**config.mk**
```make
export PLATFORM = sky130hd
export DESIGN_NAME = cstc_top
export DESIGN_NICKNAME = d
export VERILOG_FILES = /design/src/core/cstc_pkg.sv /design/src/core/cstc_edge.sv /design/src/core/cstc_top.sv
export VERILOG_INCLUDE_DIRS = /design/src /design/src/core
export SDC_FILE = /design/constraint.sdc
export NUM_CORES = 1
export LEC_CHECK = 0
export CELL_PAD_IN_SITES_DETAIL_PLACEMENT = 0
export CELL_PAD_IN_SITES_GLOBAL_PLACEMENT = 1
export CORE_MARGIN = 2
export CORE_UTILIZATION = 40
export CTS_CLUSTER_DIAMETER = 100
export DETAILED_ROUTE_END_ITERATION = 10
export DONT_BUFFER_PORTS = 1
export PLACE_DENSITY = 0.61
export SLEW_MARGIN = 10
export SYNTH_ARGS = -nofsm -noshare
export SYNTH_HDL_FRONTEND = slang
export SYNTH_SLANG_ARGS = --single-unit
```
**constraint.sdc**
```tcl
create_clock -name clk -period 4.7 [get_ports clk]
set_input_delay 0.705 -clock clk [delete_from_list [all_inputs] [get_ports clk]]
set_output_delay 0.705 -clock clk [all_outputs]
set_load 0.01 [all_outputs]
```
**src/core/cstc_consts.svh**
```systemverilog
// Offsets, field positions, reset values and widths of the start/trip combiner
`ifndef CSTC_CONSTS_SVH
`define CSTC_CONSTS_SVH

`define CSTC_N_PROT 16
`define CSTC_N_EXTRA 8
`define CSTC_CNT_W 16
`define CSTC_TS_W 32
`define CSTC_N_EV 4

`define CSTC_OFF_CTRL 8'h00
`define CSTC_OFF_START_SEL 8'h04
`define CSTC_OFF_TRIP_SEL 8'h08
`define CSTC_OFF_STATUS 8'h0c
`define CSTC_OFF_START_CNT 8'h10
`define CSTC_OFF_TRIP_CNT 8'h14
`define CSTC_OFF_CNT_CLR 8'h18
`define CSTC_OFF_IRQ_STAT 8'h1c
`define CSTC_OFF_IRQ_CLR 8'h20
`define CSTC_OFF_IRQ_EN 8'h24
`define CSTC_OFF_TSTAMP 8'h28

`define CSTC_CTRL_FORCE_LSB 0
`define CSTC_CTRL_FORCE_MSB 1
`define CSTC_CTRL_FORCE_EN 2
`define CSTC_CTRL_FILT_LSB 4
`define CSTC_CTRL_FILT_MSB 7
`define CSTC_CTRL_RST 8'hf0

`define CSTC_EV_START_ON 0
`define CSTC_EV_START_OFF 1
`define CSTC_EV_TRIP_ON 2
`define CSTC_EV_TRIP_OFF 3

`define CSTC_CLR_START 0
`define CSTC_CLR_TRIP 1

`endif

```
**src/core/cstc_pkg.sv**
```systemverilog
// Types shared by the start/trip combiner
package cstc_pkg;

    typedef enum logic [1:0] {
        CSTC_COND_NORMAL = 2'h0,
        CSTC_COND_START = 2'h1,
        CSTC_COND_TRIP = 2'h2
    } cstc_cond_e;

    typedef enum logic [1:0] {
        CSTC_FORCE_NORMAL = 2'h0,
        CSTC_FORCE_START = 2'h1,
        CSTC_FORCE_TRIP = 2'h2
    } cstc_force_e;

endpackage : cstc_pkg

```
**src/core/cstc_edge.sv**
```systemverilog
// Transition detector producing on and off pulses for one combined output
module cstc_edge (
    // Clock and reset
    input wire logic clk,
    input wire logic nrst,
    // Watched level
    input wire logic level,
    // Transition pulses
    output logic on_pulse,
    output logic off_pulse
);

    logic prev_q;

    always_ff @(posedge clk or negedge nrst) begin
        if (!nrst) begin
            prev_q <= 1'b0;
        end else begin
            prev_q <= level;
        end
    end

    assign on_pulse = level & ~prev_q;
    assign off_pulse = ~level & prev_q;

endmodule : cstc_edge

```
**src/core/cstc_top.sv**
```systemverilog
// Common start/trip combiner with forcing, events, counters and register port
`include "cstc_consts.svh"

module cstc_top (
    // Clock and reset
    input wire logic clk,
    input wire logic nrst,
    // Protection function outputs
    input wire logic [`CSTC_N_PROT-1:0] prot_start,
    input wire logic [`CSTC_N_PROT-1:0] prot_trip,
    // User-assignable signal sources
    input wire logic [`CSTC_N_EXTRA-1:0] extra_start,
    input wire logic [`CSTC_N_EXTRA-1:0] extra_trip,
    // Register port
    input wire logic [7:0] addr,
    input wire logic [31:0] wdata,
    input wire logic we,
    input wire logic re,
    output logic [31:0] rdata,
    // Combined outputs
    output logic common_start,
    output logic common_trip,
    // Event record
    output logic evt_valid,
    output logic [`CSTC_N_EV-1:0] evt_flags,
    output logic [`CSTC_TS_W-1:0] evt_time,
    // Interrupt
    output logic irq
);

    function automatic logic hit(input logic [7:0] a, input logic [7:0] off);
        hit = (a == off);
    endfunction : hit

    function automatic cstc_pkg::cstc_cond_e cond_of(input logic s, input logic t);
        if (t) begin
            cond_of = cstc_pkg::CSTC_COND_TRIP;
        end else if (s) begin
            cond_of = cstc_pkg::CSTC_COND_START;
        end else begin
            cond_of = cstc_pkg::CSTC_COND_NORMAL;
        end
    endfunction : cond_of

    logic [7:0] ctrl_q;
    logic [7:0] ctrl_d;
    logic [`CSTC_N_EXTRA-1:0] start_sel_q;
    logic [`CSTC_N_EXTRA-1:0] start_sel_d;
    logic [`CSTC_N_EXTRA-1:0] trip_sel_q;
    logic [`CSTC_N_EXTRA-1:0] trip_sel_d;
    logic start_q;
    logic start_d;
    logic trip_q;
    logic trip_d;
    logic [`CSTC_CNT_W-1:0] start_cnt_q;
    logic [`CSTC_CNT_W-1:0] start_cnt_d;
    logic [`CSTC_CNT_W-1:0] trip_cnt_q;
    logic [`CSTC_CNT_W-1:0] trip_cnt_d;
    logic [`CSTC_N_EV-1:0] irq_stat_q;
    logic [`CSTC_N_EV-1:0] irq_stat_d;
    logic [`CSTC_N_EV-1:0] irq_en_q;
    logic [`CSTC_N_EV-1:0] irq_en_d;
    logic [`CSTC_TS_W-1:0] ts_q;
    logic [31:0] rdata_q;
    logic [31:0] rdata_d;
    logic irq_q;
    logic evt_valid_q;
    logic [`CSTC_N_EV-1:0] evt_flags_q;
    logic [`CSTC_TS_W-1:0] evt_time_q;
    logic [`CSTC_TS_W-1:0] evt_time_d;

    // Register write decode
    wire wr_ctrl = we && hit(addr, `CSTC_OFF_CTRL);
    wire wr_start_sel = we && hit(addr, `CSTC_OFF_START_SEL);
    wire wr_trip_sel = we && hit(addr, `CSTC_OFF_TRIP_SEL);
    wire wr_cnt_clr = we && hit(addr, `CSTC_OFF_CNT_CLR);
    wire wr_irq_clr = we && hit(addr, `CSTC_OFF_IRQ_CLR);
    wire wr_irq_en = we && hit(addr, `CSTC_OFF_IRQ_EN);

    // Single static copy; there is deliberately no setting group select port
    assign ctrl_d = wr_ctrl ? wdata[7:0] : ctrl_q;
    assign start_sel_d = wr_start_sel ? wdata[`CSTC_N_EXTRA-1:0] : start_sel_q;
    assign trip_sel_d = wr_trip_sel ? wdata[`CSTC_N_EXTRA-1:0] : trip_sel_q;
    assign irq_en_d = wr_irq_en ? wdata[`CSTC_N_EV-1:0] : irq_en_q;

    // Forcing decode; code 3 falls back to the computed result
    wire force_en = ctrl_q[`CSTC_CTRL_FORCE_EN];
    wire [1:0] force_sel = ctrl_q[`CSTC_CTRL_FORCE_MSB:`CSTC_CTRL_FORCE_LSB];
    wire force_start = force_en && (force_sel == cstc_pkg::CSTC_FORCE_START);
    wire force_trip = force_en && (force_sel == cstc_pkg::CSTC_FORCE_TRIP);
    wire force_any = force_start || force_trip;

    // Plain OR, extra sources gated only by their select masks: other suppression happens upstream
    wire prot_start_any = |prot_start;
    wire prot_trip_any = |prot_trip;
    wire extra_start_any = |(extra_start & start_sel_q);
    wire extra_trip_any = |(extra_trip & trip_sel_q);
    wire start_raw = prot_start_any || extra_start_any;
    wire trip_raw = prot_trip_any || extra_trip_any;

    // Forced trip reports trip only, so the condition reads as trip
    assign start_d = force_any ? force_start : start_raw;
    assign trip_d = force_any ? force_trip : trip_raw;

    // Transition detection on both combined outputs
    wire [1:0] outs = {trip_q, start_q};
    wire [1:0] on_ev;
    wire [1:0] off_ev;
    wire [`CSTC_N_EV-1:0] ev_raw;

    genvar gi;
    generate
        for (gi = 0; gi < 2; gi++) begin : g_edge
            cstc_edge u_edge (
                .clk(clk),
                .nrst(nrst),
                .level(outs[gi]),
                .on_pulse(on_ev[gi]),
                .off_pulse(off_ev[gi])
            );
            assign ev_raw[2*gi] = on_ev[gi];
            assign ev_raw[2*gi+1] = off_ev[gi];
        end
    endgenerate

    // Filter selects which transitions reach the event record
    wire [`CSTC_N_EV-1:0] ev_kept = ev_raw & ctrl_q[`CSTC_CTRL_FILT_MSB:`CSTC_CTRL_FILT_LSB];
    assign evt_time_d = (|ev_kept) ? ts_q : evt_time_q;

    // Counters: an increment in the clear cycle is kept as a count of one
    wire clr_start = wr_cnt_clr && wdata[`CSTC_CLR_START];
    wire clr_trip = wr_cnt_clr && wdata[`CSTC_CLR_TRIP];
    wire inc_start = ev_raw[`CSTC_EV_START_ON];
    wire inc_trip = ev_raw[`CSTC_EV_TRIP_ON];
    wire [`CSTC_CNT_W-1:0] cnt_one = `CSTC_CNT_W'h1;
    assign start_cnt_d = inc_start ? (clr_start ? cnt_one : start_cnt_q + cnt_one)
                                   : (clr_start ? '0 : start_cnt_q);
    assign trip_cnt_d = inc_trip ? (clr_trip ? cnt_one : trip_cnt_q + cnt_one)
                                 : (clr_trip ? '0 : trip_cnt_q);

    // Sticky interrupt status, new event beats a clear in the same cycle
    wire [`CSTC_N_EV-1:0] irq_clr_mask = wr_irq_clr ? wdata[`CSTC_N_EV-1:0] : '0;
    assign irq_stat_d = (irq_stat_q & ~irq_clr_mask) | ev_raw;

    // Read selection
    cstc_pkg::cstc_cond_e cond_now;
    assign cond_now = cond_of(start_q, trip_q);
    wire [31:0] status_word = {28'h0, trip_q, start_q, 2'(cond_now)};
    wire [31:0] rd_val =
        hit(addr, `CSTC_OFF_CTRL) ? {24'h0, ctrl_q} :
        hit(addr, `CSTC_OFF_START_SEL) ? {24'h0, start_sel_q} :
        hit(addr, `CSTC_OFF_TRIP_SEL) ? {24'h0, trip_sel_q} :
        hit(addr, `CSTC_OFF_STATUS) ? status_word :
        hit(addr, `CSTC_OFF_START_CNT) ? {16'h0, start_cnt_q} :
        hit(addr, `CSTC_OFF_TRIP_CNT) ? {16'h0, trip_cnt_q} :
        hit(addr, `CSTC_OFF_IRQ_STAT) ? {28'h0, irq_stat_q} :
        hit(addr, `CSTC_OFF_IRQ_EN) ? {28'h0, irq_en_q} :
        hit(addr, `CSTC_OFF_TSTAMP) ? ts_q :
        32'h0;
    assign rdata_d = re ? rd_val : 32'h0;

    always_ff @(posedge clk or negedge nrst) begin
        if (!nrst) begin
            ctrl_q <= `CSTC_CTRL_RST;
            start_sel_q <= '0;
            trip_sel_q <= '0;
            irq_en_q <= '0;
        end else begin
            ctrl_q <= ctrl_d;
            start_sel_q <= start_sel_d;
            trip_sel_q <= trip_sel_d;
            irq_en_q <= irq_en_d;
        end
    end

    always_ff @(posedge clk or negedge nrst) begin
        if (!nrst) begin
            start_q <= 1'b0;
            trip_q <= 1'b0;
            start_cnt_q <= '0;
            trip_cnt_q <= '0;
            irq_stat_q <= '0;
            irq_q <= 1'b0;
        end else begin
            start_q <= start_d;
            trip_q <= trip_d;
            start_cnt_q <= start_cnt_d;
            trip_cnt_q <= trip_cnt_d;
            irq_stat_q <= irq_stat_d;
            irq_q <= |(irq_stat_d & irq_en_d);
        end
    end

    always_ff @(posedge clk or negedge nrst) begin
        if (!nrst) begin
            ts_q <= '0;
            evt_valid_q <= 1'b0;
            evt_flags_q <= '0;
            evt_time_q <= '0;
            rdata_q <= 32'h0;
        end else begin
            ts_q <= ts_q + `CSTC_TS_W'h1;
            evt_valid_q <= |ev_kept;
            evt_flags_q <= ev_kept;
            evt_time_q <= evt_time_d;
            rdata_q <= rdata_d;
        end
    end

    // Registered outputs feed contacts and user logic without further gating
    assign common_start = start_q;
    assign common_trip = trip_q;
    assign evt_valid = evt_valid_q;
    assign evt_flags = evt_flags_q;
    assign evt_time = evt_time_q;
    assign rdata = rdata_q;
    assign irq = irq_q;

    start_or_a: assert property (
        @(posedge clk) disable iff (!nrst)
        (prot_start_any && !force_any) |=> common_start
    ) else $error("Protection start did not raise common start");

    trip_or_a: assert property (
        @(posedge clk) disable iff (!nrst)
        (prot_trip_any && !force_any) |=> common_trip
    ) else $error("Protection trip did not raise common trip");

    extra_start_a: assert property (
        @(posedge clk) disable iff (!nrst)
        ((extra_start & start_sel_q) != '0 && !force_any) |=> common_start
    ) else $error("Selected extra start did not raise common start");

    extra_trip_a: assert property (
        @(posedge clk) disable iff (!nrst)
        ((extra_trip & trip_sel_q) != '0 && !force_any) |=> common_trip
    ) else $error("Selected extra trip did not raise common trip");

    force_trip_a: assert property (
        @(posedge clk) disable iff (!nrst)
        force_trip |=> (common_trip && !common_start)
    ) else $error("Forced trip not shown on outputs");

    force_gate_a: assert property (
        @(posedge clk) disable iff (!nrst)
        (!force_en && !start_raw && !trip_raw) |=> (!common_start && !common_trip)
    ) else $error("Force select acted while forcing disabled");

    force_static_a: assert property (
        @(posedge clk) disable iff (!nrst)
        !wr_ctrl |=> $stable(ctrl_q)
    ) else $error("Force setting changed without a write");

    cond_read_a: assert property (
        @(posedge clk) disable iff (!nrst)
        (re && hit(addr, `CSTC_OFF_STATUS)) |=> (rdata[1:0] == 2'($past(cond_now)))
    ) else $error("Condition read does not match outputs");

    trip_event_a: assert property (
        @(posedge clk) disable iff (!nrst)
        ($rose(common_trip) && ctrl_q[`CSTC_CTRL_FILT_LSB+`CSTC_EV_TRIP_ON])
            |=> (evt_valid && evt_flags[`CSTC_EV_TRIP_ON])
    ) else $error("Trip on event missing");

    start_off_a: assert property (
        @(posedge clk) disable iff (!nrst)
        ($fell(common_start) && !ctrl_q[`CSTC_CTRL_FILT_LSB+`CSTC_EV_START_OFF])
            |=> !evt_flags[`CSTC_EV_START_OFF]
    ) else $error("Filtered start off event recorded");

    evt_stamp_a: assert property (
        @(posedge clk) disable iff (!nrst)
        evt_valid |-> (evt_time == $past(ts_q))
    ) else $error("Event timestamp not taken in event cycle");

    start_count_a: assert property (
        @(posedge clk) disable iff (!nrst)
        (inc_start && !clr_start) |=> (start_cnt_q == $past(start_cnt_q) + cnt_one)
    ) else $error("Start counter did not advance");

    trip_clear_a: assert property (
        @(posedge clk) disable iff (!nrst)
        (clr_trip && !inc_trip) |=> (trip_cnt_q == '0)
    ) else $error("Trip counter not cleared");

    start_release_a: assert property (
        @(posedge clk) disable iff (!nrst)
        (!start_raw && !force_any) |=> !common_start
    ) else $error("Common start held without contributor");

    irq_level_a: assert property (
        @(posedge clk) disable iff (!nrst)
        ((irq_stat_q & irq_en_q) != '0) |-> irq
    ) else $error("Interrupt low with enabled status set");

endmodule : cstc_top

```
Word level (Yosys, flattened, before mapping)
Cells that the tools add are included.
{ "totals": {"out_inout_bits": 72, "regBits": 170} }
{ "op_classes": {"eq_ne": 12, "add_sub_neg": 3, "n_reduce_logical": 22, "n_bitwise": 15, "muxes": 22} }
{ "ops": {"columns": ["op", "count"], "rows": [
  ["$mux W32", 10],
  ["$mux W16", 6],
  ["$add A16 B1 Y16 const B", 2],
  ["$add A32 B1 Y32 const B", 1],
  ["$eq A8 B5 Y1 const B", 4],
  ["$reduce_or A16 Y1", 2],
  ["$eq A8 B6 Y1 const B", 3],
  ["$and A8 B8 Y8", 2],
  ["$eq A8 B4 Y1 const B", 2],
  ["$reduce_or A8 Y1", 2],
  ["$and A4 B4 Y4", 3],
  ["$logic_and A1 B1 Y1", 10],
  ["$eq A8 B3 Y1 const B", 1],
  ["$logic_not A8 Y1", 1],
  ["$mux W4", 2],
  ["$reduce_or A4 Y1", 2],
  ["$and A1 B1 Y1", 4],
  ["$not A1 Y1", 4],
  ["$not A4 Y4", 1],
  ["$or A4 B4 Y4", 1],
  ["$reduce_bool A2 Y1", 2],
  ["$logic_or A1 B1 Y1", 3],
  ["$mux W1", 3],
  ["$eq A2 B1 Y1 const B", 1],
  ["other kinds (2)", 2]
]} }

Longest topological paths before layout
{ "logic_depth": {"word_depth": 11, "depth_mapped": 7, "mapped_depth_nobuf": 6} }

Cells and area by module
From an unflattened synthesis, not the netlist that was laid out.
{ "unflattened": {"hier_cells": 645, "hier_area_um2": 7612.3} }
{ "modules_own_cells": {"columns": ["mod", "instances", "area_per_inst_um2", "cells_per_inst"], "rows": [
  ["cstc_top", 1, 7532.2, 639],
  ["cstc_edge", 2, 40.0, 3]
]} }

Worst setup path after synthesis
Ideal clock, no wire load.
{ "synth_timing": {"path_kind": "input to register", "from": "input addr[2]", "to": "register irq_q, in the netlist irq", "path_slack_ns": 2.473, "stages": 6, "setup_time_ns": 0.126, "t_arrival_ns": 2.101, "path_cell_list": "buf_2 -> nor4b_4 -> nand3_2 -> mux2_2 -> a22o_1 -> a221o_1"} }
{ "synth_between": {"word_cells_on_any_way": 11} }
{ "synth_rtl": {"columns": ["item", "line", "rtl"], "rows": [
  ["from (decl)", "cstc_top.sv:15", "input wire logic [7:0] addr,"],
  ["$eq A8 B6 Y1", "cstc_top.sv:32", "hit = (a == off);"],
  ["$logic_and A1 B1 Y1", "cstc_top.sv:78", "wire wr_irq_en = we && hit(addr, `CSTC_OFF_IRQ_EN);"],
  ["$mux W4", "cstc_top.sv:84", "assign irq_en_d = wr_irq_en ? wdata[`CSTC_N_EV-1:0] : irq_en_q;"],
  ["via irq_en_d[2]", "cstc_top.sv:62", "logic [`CSTC_N_EV-1:0] irq_en_d;"],
  ["$and A4 B4 Y4", "cstc_top.sv:190", "irq_q <= |(irq_stat_d & irq_en_d);"],
  ["$reduce_or A4 Y1", "cstc_top.sv:190", null],
  ["to (signal assigned)", "cstc_top.sv:190", null],
  ["to (decl)", "cstc_top.sv:66", "logic irq_q;"]
]} }
The timed path passes the listed nets, and every way through them passes these cells.
A chain may end at the register's enable or synchronous reset.

Worst setup path in the final report
{ "layout_timing": {"from": "register trip_q, in the netlist common_trip", "to": "register evt_time_q[14], in the netlist evt_time[14]"} }
{ "layout_between": {"word_cells_on_any_way": 5} }
{ "layout_rtl": {"columns": ["item", "line", "rtl"], "rows": [
  ["from (decl)", "cstc_top.sv:53", "logic trip_q;"],
  ["from (signal assigned)", "cstc_top.sv:186", "trip_q <= trip_d;"],
  ["$and A1 B1 Y1", "cstc_edge.sv:23", "assign on_pulse = level & ~prev_q;"],
  ["$and A4 B4 Y4", "cstc_top.sv:127", "wire [`CSTC_N_EV-1:0] ev_kept = ev_raw & ctrl_q[`CSTC_CTRL_FILT_MSB:`CSTC_CTRL_FILT_LSB];"],
  ["via ev_kept[2]", "cstc_top.sv:127", null],
  ["$reduce_or A4 Y1", "cstc_top.sv:128", "assign evt_time_d = (|ev_kept) ? ts_q : evt_time_q;"],
  ["to (signal assigned)", "cstc_top.sv:205", "evt_time_q <= evt_time_d;"],
  ["to (decl)", "cstc_top.sv:69", "logic [`CSTC_TS_W-1:0] evt_time_q;"]
]} }
The timed path passes the listed nets, and every way through them passes these cells.

==> summary.txt <==
Status: finished, final reports clean
Synth Area in XOR/XNOR: 0.0680
GRT overflow: 0
Drt first-iter violations: 348
Placer congestion estimate: 0.841
Sw Share: 0.228
CP Cell Sequence: nor2b_1, and2_4, or4_4, mux2_1
DRT Wirelength: 18000 um
Fillers: 1711
Final period util: 0.522
Worst skew pair latency: 0.43 ns
Synth Area in Adders: 0.00486
Worst setup EP type: flop
Post-synth cell types: 56
Die width: 143 um
P_leak: 0.00362 uW
Worst path top cell family by delay: simple AND/OR/NAND/NOR gates
Port Buffers: 0
Worst-Margin Slew: 0.976 ns
Hold Path Class: primary input to async pin
Via density: 5.48
Ys async rst share: 1.00
Worst Setup Start Kind: flop
Largest family of logic cells by synthesized area: simple AND/OR/NAND/NOR gates
DR pass1 iterations: 4
Post-DP HPWL: 12900 um
Post-cts gate resize count: 0
Worst path slowest cell: nor2b_1
Final hold vios: 0
Max Cap Viol: 0
Synthesis Warnings: 0
Setup_tns: 0 ns
Arr. time, crit path: 2.76 ns
Min Tclk post-route: 2.45 ns
Final setup fails: 0
Hold_ws: 0.115 ns
Flops & latches, synth: 170
Setup slack, reg-to-reg: 2.25 ns
Top achievable clock speed: 408 MHz
Buffers plus inverters on the worst setup path: 0
Clock Tree Buf Depth: 2
Mapped Cells: 644
Sequential share of power: 0.487
Compound-Gate Fraction of Synth Area: 0.0725
CTS Buf Count: 17
Area grow syn2layout: 10.9%
Simple-Gate Fraction of Synth Area: 0.170
Sink Count: 170
Largest area contributor in the netlist: dfrtp_1
Initial core utilization: 0.410
Critical path fanouts, max: 33
First-pass GRT wire length: 29500 um
Mapped Area: 0.00773 sq mm
RSZ-0062 raised after global routing: false
Synth Flop Type: dfrtp_1
Die height: 143 um
Initial antenna violation count: 0
Crit path required time: 5.01 ns
Post-DRT Antenna Nets: 0
Post-CTS Setup Bufs: 0
N_diodes: 0
Number of synthesized flops with an enable pin: 0
Clk network pwr share: 0.465
Vias in the first global route: 5215
H-Tree Depth: 4
Core region area: 0.0188 sq mm
CP peak stage delay: 0.63 ns
Post-synthesis average cell area: 12.0 sq um
Total Nets Final: 735
Combinational share of power: 0.048
Reg clk slew, reported paths: 0.07 ns
Post-Syn Nets: 739
Rows: 50
Multiplexer share of the synthesized area: 0.108
Clock Skew: 0.00738 ns
Leading post-synthesis cells by cell area: dfrtp_1 (54%), mux2_4 (5.6%), xor2_1 (4.0%), mux2_2 (3.6%), xnor2_1 (2.8%)
TritonCTS clock tree: done
Layout cell share with drive strength beyond 1: 0.158
Worst vdd rail ir drop: 0.250 mV
DR WL/cell: 19.7 um
Pwr per Cell Area: 374 mW/mm^2
Internal power: 2470 uW
DRC: 0
Die ar.: 0.0205 sq mm
Root Buffer: clkbuf_16
CTS Hold Bufs: 1
Slew Limit Fails: 0
Sw Pwr: 730 uW
GRT Util Overall: 0.189
I/O Pins: 164
Slew margin rel.: 0.340
Kind of critical path: flop to flop
Largest net degree at the start of global routing: 167
Synth top area share: 0.537
Via count: 5000
Post-synthesis sequential area ratio: 0.551
[kinds of logic after synthesis]
kind of cell               Yosys count
and+or+nand+nor                    232
DFF                                170
AOI/OAI and AO/OA                   78
muxes                               65
xor gates and xnor gates            60
buffers and inverters               36
adders and majority gates            3
[sequential cells by signal, indices dropped and copies added, names as in the netlist, 8 cells and up]
register / cells
start_sel_q: 8
start_cnt_q: 16
trip_cnt_q: 16
rdata: 32
ctrl_q: 8
ts_q: 32
evt_time: 32
trip_sel_q: 8
[area by class of cell]
cell class                      instances  area [sq um]  area share
Sequential cell                       170          4260       0.497
Multi-Input combinational cell        438          3270       0.381
Clock buffer                           21           480      0.0560
Tap cell                              260           325      0.0379
Clock inverter                         11           159      0.0185
Timing Repair Buffer                    3          42.5     0.00496
Inverter                               10          37.5     0.00438
[worst register-to-register path, cell delays in order (launching register included)]
cell and delay, ns:
dfrtp_1 0.50, nor2b_1 0.63, and2_4 0.27, or4_4 0.53, mux2_1 0.42
[per-stage QoR]
| step | setup slack, ns | total power (uW) | std cells | util | cell area, sq um |
|---|---|---|---|---|---|
| 2_1_floorplan | 2.47 | 1680 | 644 | - | 7730 |
| 3_3_place_gp | 2.01 | 1710 | 880 | 0.420 | 7910 |
| 3_5_place_dp | 2.01 | 1710 | 880 | 0.420 | 7910 |
| 4_1_cts | 2.23 | 3240 | 913 | 0.455 | 8570 |
| 5_1_grt | 2.09 | 3340 | 913 | 0.455 | 8570 |
| 6_report | 2.25 | 3210 | 913 | 0.455 | 8570 |
[power groups by stage]
stage,Combinational (uW),Clock [uW],Sequential [uW]
3_5_place_dp,126,0,1590
5_1_grt,180,1590,1570
2_1_floorplan,112,0,1570
6_report,155,1490,1560
4_1_cts,158,1520,1560
3_3_place_gp,124,0,1580
[per-layer routing]
metal / vias to the layer above / global-route usage / share of wire
met2: 118 / 0.289 / 0.47
li1: 2298 / - / -
met3: 14 / 0.0537 / 0.058
met4: 0 / 0.0552 / 0.011
met1: 2570 / 0.262 / 0.47
met5: - / 0 / 0
[cells in the mapped netlist, drive strengths merged (2+ instances only)]
library cell,n
a211oi,2
a21o,5
a21oi,19
a221oi,4
a222oi,8
a22o,4
a22oi,5
and2,30
and3,13
and4,13
buf,16
clkbuf,10
dfrtp,166
dfstp,4
ha,3
inv,10
mux2,60
mux2i,5
nand2,38
nand2b,5
nand3,24
nand3b,2
nand4,16
nor2,53
nor2b,11
nor3,6
nor4,14
nor4b,3
o211ai,6
o21ai,10
o221ai,4
o2bb2ai,4
xnor2,25
xor2,35
[placed cells by master (no fill, tap or decap), drive strengths merged, types with 6 or more instances in the layout]
| master | synthesis | layout |
|---|---|---|
| a21oi | 19 | 19 |
| a222oi | 8 | 8 |
| and2 | 30 | 30 |
| and3 | 13 | 13 |
| and4 | 13 | 13 |
| clkbuf | 10 | 21 |
| dfrtp | 166 | 166 |
| inv | 10 | 12 |
| mux2 | 60 | 60 |
| nand2 | 38 | 38 |
| nand3 | 24 | 24 |
| nand4 | 16 | 16 |
| nor2 | 53 | 53 |
| nor2b | 11 | 11 |
| nor3 | 6 | 6 |
| nor4 | 14 | 14 |
| o211ai | 6 | 6 |
| o21ai | 10 | 10 |
| xnor2 | 25 | 25 |
| xor2 | 35 | 35 |
[final timing paths]
| kind | depth (start not counted) | endpoint | startpoint |
|---|---|---|---|
| worst max-delay path | 4 | evt_time[14]$_DFFE_PN0P_ | common_trip$_DFF_PN0_ |
| worst max register to register | 4 | evt_time[14]$_DFFE_PN0P_ | common_trip$_DFF_PN0_ |
| worst min-delay path | 0 | ctrl_q[5]$_DFFE_PN1P_ | nrst |
| min in group clk | 1 | start_sel_q[7]$_DFFE_PN0P_ | wdata[7] |
| max in group asynchronous | 1 | trip_cnt_q[10]$_DFFE_PN0P_ | nrst |
| worst min register to register | 1 | ts_q[31]$_DFF_PN0_ | ts_q[31]$_DFF_PN0_ |
Power figures use the tool's default switching activity.
